===== config.mk =====
export PLATFORM = sky130hd
export DESIGN_NAME = drb_buffer_flat
export DESIGN_NICKNAME = d
export VERILOG_FILES = /design/src/rtl/drb_pkg.sv /design/src/rtl/drb_link_if.sv /design/src/rtl/drb_buffer.sv /design/src/flat_wrapper.sv
export SDC_FILE = /design/constraint.sdc
export NUM_CORES = 1
export LEC_CHECK = 0
export BUFFER_PORTS_ARGS = -buffer_cell sky130_fd_sc_hd__buf_2
export CAP_MARGIN = 20
export CORE_AREA = 2 2 62 64
export DETAILED_ROUTE_END_ITERATION = 8
export DIE_AREA = 0 0 64 66
export GPL_ROUTABILITY_DRIVEN = 0
export PLACE_DENSITY = 0.94
export REMOVE_ABC_BUFFERS = 1
export SYNTH_ARGS = -nofsm -noshare
export SYNTH_HDL_FRONTEND = slang
export SYNTH_SLANG_ARGS = --single-unit

===== constraint.sdc =====
create_clock -name clk_sys -period 3.5 [get_ports clk_sys]
set_input_delay 0.175 -clock clk_sys [delete_from_list [all_inputs] [get_ports clk_sys]]
set_output_delay 0.175 -clock clk_sys [all_outputs]
set_load 0.01 [all_outputs]

===== src/rtl/drb_pkg.sv =====
package drb_pkg;
  // ---------------------------------------------------------------
  // widths
  // ---------------------------------------------------------------
  localparam int SHARED_WIDTH = 22;
  localparam int RANKS = 2;
  // ---------------------------------------------------------------
  // timing
  // ---------------------------------------------------------------
  localparam int ERR_HOLD_CYCLES = 2;
  localparam int ACT_TIME_NS = 50;
  localparam int CLK_PERIOD_NS = 5;
  localparam int ACT_CYCLES = (ACT_TIME_NS + CLK_PERIOD_NS - 1)
                              / CLK_PERIOD_NS;
  localparam logic [1:0] ERR_HOLD_INIT = 2'(ERR_HOLD_CYCLES);
  // ---------------------------------------------------------------
  // controller states
  // ---------------------------------------------------------------
  typedef enum logic [2:0] {
    DRB_RESET = 3'h1,
    DRB_QUIET = 3'h2,
    DRB_RUN = 3'h4
  } drb_ctl_type;
endpackage : drb_pkg


===== src/rtl/drb_link_if.sv =====
interface drb_link_if;
  logic [drb_pkg::SHARED_WIDTH-1:0] shared_cmd_addr_in;
  logic parity_in;
  logic [drb_pkg::RANKS-1:0] rank_select_n;
  logic [drb_pkg::RANKS-1:0] rank_clk_en_in;
  logic [drb_pkg::RANKS-1:0] rank_term_in;
  logic select_gating_en;
  logic reg_resetn;
  logic parity_error_n_o;
  logic parity_error_n_oe_n;
  modport ctrl (
    output shared_cmd_addr_in,
    output parity_in,
    output rank_select_n,
    output rank_clk_en_in,
    output rank_term_in,
    output select_gating_en,
    output reg_resetn,
    input parity_error_n_o,
    input parity_error_n_oe_n
  );
  modport buffer (
    input shared_cmd_addr_in,
    input parity_in,
    input rank_select_n,
    input rank_clk_en_in,
    input rank_term_in,
    input select_gating_en,
    input reg_resetn,
    output parity_error_n_o,
    output parity_error_n_oe_n
  );
endinterface : drb_link_if


===== src/rtl/drb_buffer.sv =====
// Notes on behaviour
// capture every input on rising clock edge
// each captured bit drives A and B copies
// even parity over shared bits and parity
// parity arrives one cycle after its data
// error updates at n+2, valid n+3
// error pin pulled low, else released
// single error holds low two cycles
// consecutive errors keep low while lasting
// error before low power holds through it
// rank inputs excluded from parity
// reset clears stages, outputs low
// reset async, beats gating, error high
// inputs ignored while reset low
// system holds reset until clock stable
// controller drives inputs low after reset; code holds only data and parity low, selects high
// low inputs after reset keep outputs low
// gating plus both selects high holds outputs
// otherwise gated outputs update each edge
// both selects high freeze error output
// tie gating low to disable it
// rank outputs never suspended by gating
module drb_buffer #(
  parameter int WIDTH = drb_pkg::SHARED_WIDTH,
  parameter int RANKS = drb_pkg::RANKS
) (
  input wire logic clk_sys,
  drb_link_if.buffer link,
  output logic [WIDTH-1:0] gated_buffered_out_a,
  output logic [WIDTH-1:0] gated_buffered_out_b,
  output logic [RANKS-1:0] rank_select_out_a,
  output logic [RANKS-1:0] rank_select_out_b,
  output logic [RANKS-1:0] rank_clk_en_out_a,
  output logic [RANKS-1:0] rank_clk_en_out_b,
  output logic [RANKS-1:0] rank_term_out_a,
  output logic [RANKS-1:0] rank_term_out_b,
  output logic low_power_period
);
  // ---------------------------------------------------------------
  // reset and receiver enable
  // ---------------------------------------------------------------
  // the link reset reaches every stage asynchronously, so the outputs
  // drop even while the clock is stopped or the inputs float
  wire resetn = link.reg_resetn;

  // ---------------------------------------------------------------
  // storage
  // ---------------------------------------------------------------
  logic [WIDTH-1:0] word_q;
  logic par_pend;
  logic mism_q;
  logic err_q;
  logic [1:0] hold_count;

  // ---------------------------------------------------------------
  // gating decode
  // ---------------------------------------------------------------
  wire all_deselect = &link.rank_select_n;
  wire gate_hold = link.select_gating_en && all_deselect;
  wire word_load = !gate_hold;
  wire [WIDTH-1:0] next_word = word_load ? link.shared_cmd_addr_in : word_q;

  // ---------------------------------------------------------------
  // parity decode
  // ---------------------------------------------------------------
  // parity over shared bits only; rank lines never enter
  wire word_odd = ^word_q;
  wire mismatch = word_odd ^ link.parity_in;
  // a held word was already checked when it was taken
  wire next_mism = par_pend && mismatch;

  // ---------------------------------------------------------------
  // error decode
  // ---------------------------------------------------------------
  // a fresh error reloads the count, so a burst keeps the pin low
  wire hold_live = hold_count != 2'h0;
  wire [1:0] reload_hold = drb_pkg::ERR_HOLD_INIT - 2'h1;
  wire [1:0] count_down = hold_live ? hold_count - 2'h1 : hold_count;
  wire [1:0] step_hold = mism_q ? reload_hold : count_down;
  wire raw_err = mism_q || (err_q && hold_live);
  // freeze while deselected stretches an error across low power
  wire err_frozen = all_deselect;
  wire next_err = err_frozen ? err_q : raw_err;
  wire [1:0] next_hold = err_frozen ? hold_count : step_hold;

  // ---------------------------------------------------------------
  // shared word register
  // ---------------------------------------------------------------
  always_ff @(posedge clk_sys or negedge resetn) begin
    if (!resetn) begin
      word_q <= '0;
    end else begin
      word_q <= next_word;
    end
  end

  // copies come from the same register, so A and B can never skew
  genvar i;
  for (i = 0; i < WIDTH; i++) begin : g_copy
    assign gated_buffered_out_a[i] = word_q[i];
    assign gated_buffered_out_b[i] = word_q[i];
  end

  // ---------------------------------------------------------------
  // rank side-band registers
  // ---------------------------------------------------------------
  // these bypass the gating decode, so a rank can always be woken
  always_ff @(posedge clk_sys or negedge resetn) begin
    if (!resetn) begin
      rank_select_out_a <= '0;
    end else begin
      rank_select_out_a <= link.rank_select_n;
    end
  end

  always_ff @(posedge clk_sys or negedge resetn) begin
    if (!resetn) begin
      rank_select_out_b <= '0;
    end else begin
      rank_select_out_b <= link.rank_select_n;
    end
  end

  always_ff @(posedge clk_sys or negedge resetn) begin
    if (!resetn) begin
      rank_clk_en_out_a <= '0;
    end else begin
      rank_clk_en_out_a <= link.rank_clk_en_in;
    end
  end

  always_ff @(posedge clk_sys or negedge resetn) begin
    if (!resetn) begin
      rank_clk_en_out_b <= '0;
    end else begin
      rank_clk_en_out_b <= link.rank_clk_en_in;
    end
  end

  always_ff @(posedge clk_sys or negedge resetn) begin
    if (!resetn) begin
      rank_term_out_a <= '0;
    end else begin
      rank_term_out_a <= link.rank_term_in;
    end
  end

  always_ff @(posedge clk_sys or negedge resetn) begin
    if (!resetn) begin
      rank_term_out_b <= '0;
    end else begin
      rank_term_out_b <= link.rank_term_in;
    end
  end

  // both ranks deselected at the last edge
  always_ff @(posedge clk_sys or negedge resetn) begin
    if (!resetn) begin
      low_power_period <= 1'b0;
    end else begin
      low_power_period <= all_deselect;
    end
  end

  // ---------------------------------------------------------------
  // parity check stage
  // ---------------------------------------------------------------
  // word taken at n meets its parity bit at n+1; registering the
  // result here is what puts the pin change on n+2
  always_ff @(posedge clk_sys or negedge resetn) begin
    if (!resetn) begin
      par_pend <= 1'b0;
    end else begin
      par_pend <= word_load;
    end
  end

  always_ff @(posedge clk_sys or negedge resetn) begin
    if (!resetn) begin
      mism_q <= 1'b0;
    end else begin
      mism_q <= next_mism;
    end
  end

  // ---------------------------------------------------------------
  // error latch
  // ---------------------------------------------------------------
  always_ff @(posedge clk_sys or negedge resetn) begin
    if (!resetn) begin
      err_q <= 1'b0;
    end else begin
      err_q <= next_err;
    end
  end

  always_ff @(posedge clk_sys or negedge resetn) begin
    if (!resetn) begin
      hold_count <= 2'h0;
    end else begin
      hold_count <= next_hold;
    end
  end

  // ---------------------------------------------------------------
  // open-drain pin
  // ---------------------------------------------------------------
  // only ever pulls low; the board pull-up gives the released level
  assign link.parity_error_n_o = 1'b0;
  assign link.parity_error_n_oe_n = !err_q;
endmodule : drb_buffer


===== src/flat_wrapper.sv =====
// flat-port wrapper written by rule: the top's interface ports become plain ports
module drb_buffer_flat 
#(
  parameter int WIDTH = drb_pkg::SHARED_WIDTH,
  parameter int RANKS = drb_pkg::RANKS
)
  (clk_sys, gated_buffered_out_a, gated_buffered_out_b, rank_select_out_a, rank_select_out_b, rank_clk_en_out_a, rank_clk_en_out_b, rank_term_out_a, rank_term_out_b, low_power_period, link_shared_cmd_addr_in, link_parity_in, link_rank_select_n, link_rank_clk_en_in, link_rank_term_in, link_select_gating_en, link_reg_resetn, link_parity_error_n_o, link_parity_error_n_oe_n);
  drb_link_if link_i ();
  input wire logic clk_sys;
  output logic [WIDTH-1:0] gated_buffered_out_a;
  output logic [WIDTH-1:0] gated_buffered_out_b;
  output logic [RANKS-1:0] rank_select_out_a;
  output logic [RANKS-1:0] rank_select_out_b;
  output logic [RANKS-1:0] rank_clk_en_out_a;
  output logic [RANKS-1:0] rank_clk_en_out_b;
  output logic [RANKS-1:0] rank_term_out_a;
  output logic [RANKS-1:0] rank_term_out_b;
  output logic low_power_period;
  input wire logic [$bits(link_i.shared_cmd_addr_in)-1:0] link_shared_cmd_addr_in;
  input wire logic [$bits(link_i.parity_in)-1:0] link_parity_in;
  input wire logic [$bits(link_i.rank_select_n)-1:0] link_rank_select_n;
  input wire logic [$bits(link_i.rank_clk_en_in)-1:0] link_rank_clk_en_in;
  input wire logic [$bits(link_i.rank_term_in)-1:0] link_rank_term_in;
  input wire logic [$bits(link_i.select_gating_en)-1:0] link_select_gating_en;
  input wire logic [$bits(link_i.reg_resetn)-1:0] link_reg_resetn;
  output wire logic [$bits(link_i.parity_error_n_o)-1:0] link_parity_error_n_o;
  output wire logic [$bits(link_i.parity_error_n_oe_n)-1:0] link_parity_error_n_oe_n;
  assign link_i.shared_cmd_addr_in = link_shared_cmd_addr_in;
  assign link_i.parity_in = link_parity_in;
  assign link_i.rank_select_n = link_rank_select_n;
  assign link_i.rank_clk_en_in = link_rank_clk_en_in;
  assign link_i.rank_term_in = link_rank_term_in;
  assign link_i.select_gating_en = link_select_gating_en;
  assign link_i.reg_resetn = link_reg_resetn;
  assign link_parity_error_n_o = link_i.parity_error_n_o;
  assign link_parity_error_n_oe_n = link_i.parity_error_n_oe_n;
  drb_buffer #(.WIDTH(WIDTH), .RANKS(RANKS)) u_core (.clk_sys(clk_sys), .link(link_i), .gated_buffered_out_a(gated_buffered_out_a), .gated_buffered_out_b(gated_buffered_out_b), .rank_select_out_a(rank_select_out_a), .rank_select_out_b(rank_select_out_b), .rank_clk_en_out_a(rank_clk_en_out_a), .rank_clk_en_out_b(rank_clk_en_out_b), .rank_term_out_a(rank_term_out_a), .rank_term_out_b(rank_term_out_b), .low_power_period(low_power_period));
endmodule

==> results.json <==
{
  "ctsRootBufferMaster": "clkbuf_4",
  "timing.rr.end": "u_core.mism_q",
  "ys_ff_latch": 34,
  "drt_wl_total_um": 3150,
  "path_cells": "dlygate4sd3_1 > buf_2 > nand2_1 > inv_1 > nand2_1 > mux2_2",
  "synth.mux.area_fraction_pct": 15.2,
  "netlist_instances": 126,
  "routedWlPerCell_um": 12.8,
  "clk_latency_ns": 0.32,
  "route.detailed.drc": 0,
  "synthXorXnorAreaFrac_pct": 12.6,
  "cp_max_fo": 23,
  "viasPerCell": 4.57,
  "synthSimpleGateAreaFrac_pct": 1.15,
  "cp_slowest_cell": "nand2_1",
  "cts_buffers": 5,
  "synth_top_family_by_area": "multiplexers",
  "setup_violations": 0,
  "rows": 22,
  "min_from": "link_shared_cmd_addr_in[14]",
  "yosysUniqueCellTypes": 19,
  "min_to": "u_core.gated_buffered_out_a[14]",
  "final-hold-violation-count": 0,
  "ys_warn_count": 0,
  "r2r-start": "u_core.gated_buffered_out_a[1]",
  "mostFrequentLayoutCells": "buf_2, dfrtp_1, mux2_2",
  "place_hpwl_um": 2190,
  "end_kind": "flop",
  "hold-path-cell-count": 2,
  "final_cells": 247,
  "dp_cells": 232,
  "ctsLongestPathBuffers": 2,
  "core-area_sq_mm": 0.00355,
  "synth_ff_type": "dfrtp_1",
  "finalCriticalPeriod_ns": 1.99,
  "post_cts_buffers": 0,
  "gr-total-overflow": 0,
  "fin_crit_sh_pct": 56.9,
  "worstMarginPinSlew_ns": 0.946,
  "rsz0062_at_grt": "no",
  "num_vias": 1130,
  "antenna_found_initial": 0,
  "track_usage_pct": 15.6,
  "clk_pin_slew_ns": 0.10,
  "initial_utilization_pct": 45.8,
  "cts_max_level": 2,
  "critPathBufInv": 3,
  "worstPathArrival_ns": 2.20,
  "fmax_mhz": 502,
  "leakage_nw": 1.03,
  "avgSynthCellArea_sq_um": 12.9,
  "drt_first_iter_violations": 58,
  "synthArstFlopShare_pct": 100,
  "layout-drive-gt1-share_pct": 59.8,
  "critPathMaxStageDelay_ns": 0.70,
  "portBuffers": 89,
  "skew_ns": 0.00563,
  "cp-start-kind": "primary input",
  "cts.sinks": 34,
  "diodes": 0,
  "p_per_area_mw_per_mm2": 493,
  "syn_area_sq_mm": 0.00163,
  "die_x_um": 64,
  "yosysSeqAreaShare_pct": 52.3,
  "status": "complete, no violations",
  "drv_cap": 0,
  "antenna_left": 0,
  "die_h_um": 66,
  "maxSlewHeadroom_pct": 36.8,
  "path_class": "primary input to flop",
  "r2r_setup_slack_ns": 1.86,
  "rr_worst_depth": 5,
  "critical_path.top_delay_family": "simple AND/OR/NAND/NOR gates",
  "io_pins": 91,
  "syn2layout_area_growth_pct": 25.1,
  "min_path_type": "primary input to flop",
  "dr.pass1.iters": 4,
  "synth-compound-area-share_pct": 2.54,
  "yosys.area_share.adder_pct": 0.769,
  "fin_nets": 231,
  "mostFrequentLayoutCell": "buf_2",
  "dieArea_sq_mm": 0.00422,
  "grt_pass1_wl_um": 4960,
  "setup_tns_ns": 0,
  "cp_data_required_time_ns": 3.71,
  "ir_drop_uv": 162,
  "crit_top_cell": "nand2_1",
  "grt_pass1_vias": 1144,
  "cts_tree": "done",
  "maxSlewViolCount": 0,
  "grt_max_degree": 35,
  "synth_edf_count": 0
}
-- layer usage --
layer | vias to the layer above | track usage (%) | share of wire, %
met4 | 0 | 7.07 | 2.0
met5 | - | 0 | 0
li1 | 525 | - | -
met1 | 534 | 15.9 | 37
met3 | 8 | 5.79 | 9.0
met2 | 63 | 28.1 | 52
-- flip-flops by register name, indices dropped and copies added, names as in the netlist --
name / cells
u_core.low_power_period: 1
u_core.rank_select_out_a: 2
u_core.rank_term_out_a: 2
u_core.par_pend: 1
u_core.gated_buffered_out_a: 22
u_core.err_q: 1
u_core.rank_clk_en_out_b: 2
u_core.hold_count: 2
u_core.mism_q: 1
-- final cells by class --
cell class | count | area [sq um]
clock buffer | 7 | 55.1
clock inverter | 1 | 5.00
fill | 307 | 1520
inverter | 5 | 18.8
multi-input combinational | 56 | 529
sequential | 34 | 851
tap | 48 | 60.1
timing repair buffer | 96 | 515
-- cell usage after synthesis, types with 2 or more instances --
cell	number	area [sq um]
a21oi_1	2	10.0
buf_2	2	10.0
buf_4	29	218
dfrtp_1	34	851
inv_1	5	18.8
mux2_2	22	248
nand2_1	2	7.51
o21ai_0	2	10.0
xnor2_1	16	140
xor2_1	3	26.3
-- how the worst max path moves through the flow --
| stage | endpoint | cells past startpoint | from |
|---|---|---|---|
| finish | u_core.gated_buffered_out_a[3] | 6 | link_rank_select_n[0] |
| global route | u_core.gated_buffered_out_a[4] | 6 | link_rank_select_n[0] |
| CTS | u_core.gated_buffered_out_a[3] | 6 | link_rank_select_n[0] |
| detailed placement | u_core.gated_buffered_out_a[3] | 5 | link_rank_select_n[0] |
| global placement | u_core.gated_buffered_out_a[21] | 5 | link_rank_select_n[0] |
| floorplan | u_core.mism_q | 5 | u_core.gated_buffered_out_a[17] |
-- power by group --
| group | switching [mW] | total [mW] | internal (mW) |
|---|---|---|---|
| clock | 0.124 | 0.221 | 0.0974 |
| sequential | 0.0387 | 0.477 | 0.438 |
| combinational | 0.137 | 0.306 | 0.169 |
-- logic make-up after synthesis --
family / after synthesis
xor gates and xnor gates: 21
muxes: 22
DFF: 34
adders and majority gates: 1
other: 1
AOI/OAI and AO/OA: 7
buffers and inverters: 36
and+or+nand+nor: 4
-- metrics by stage --
step / util (%) / power, mW / hold WS [ns] / setup slack (ns) / instance area, sq um
after global placement: 53.6 / 0.770 / 0.269 / 1.76 / 1900
final: 57.3 / 1.00 / 0.0745 / 1.51 / 2030
after floorplan: - / 0.678 / -0.121 / 1.89 / 1400
after CTS: 57.3 / 1.02 / 0.0506 / 1.51 / 2030
after detailed placement: 53.6 / 0.784 / 0.285 / 1.70 / 1900
after global routing: 57.3 / 1.07 / 0.0545 / 1.38 / 2030
-- worst register-to-register path: stages, from the launching register on --
cell and delay [ns]:
dfrtp_1 0.42, xnor2_1 0.22, xnor2_1 0.19, xnor2_1 0.16
xnor3_1 0.40, and2_1 0.16
-- repair_timing --
action                                  CTS  global route
resized for setup                         0             0
endpoints found under the setup margin    0             0
endpoints found under the hold margin    40             0
hold buffers                              7             0
Power figures use the tool's default switching activity.
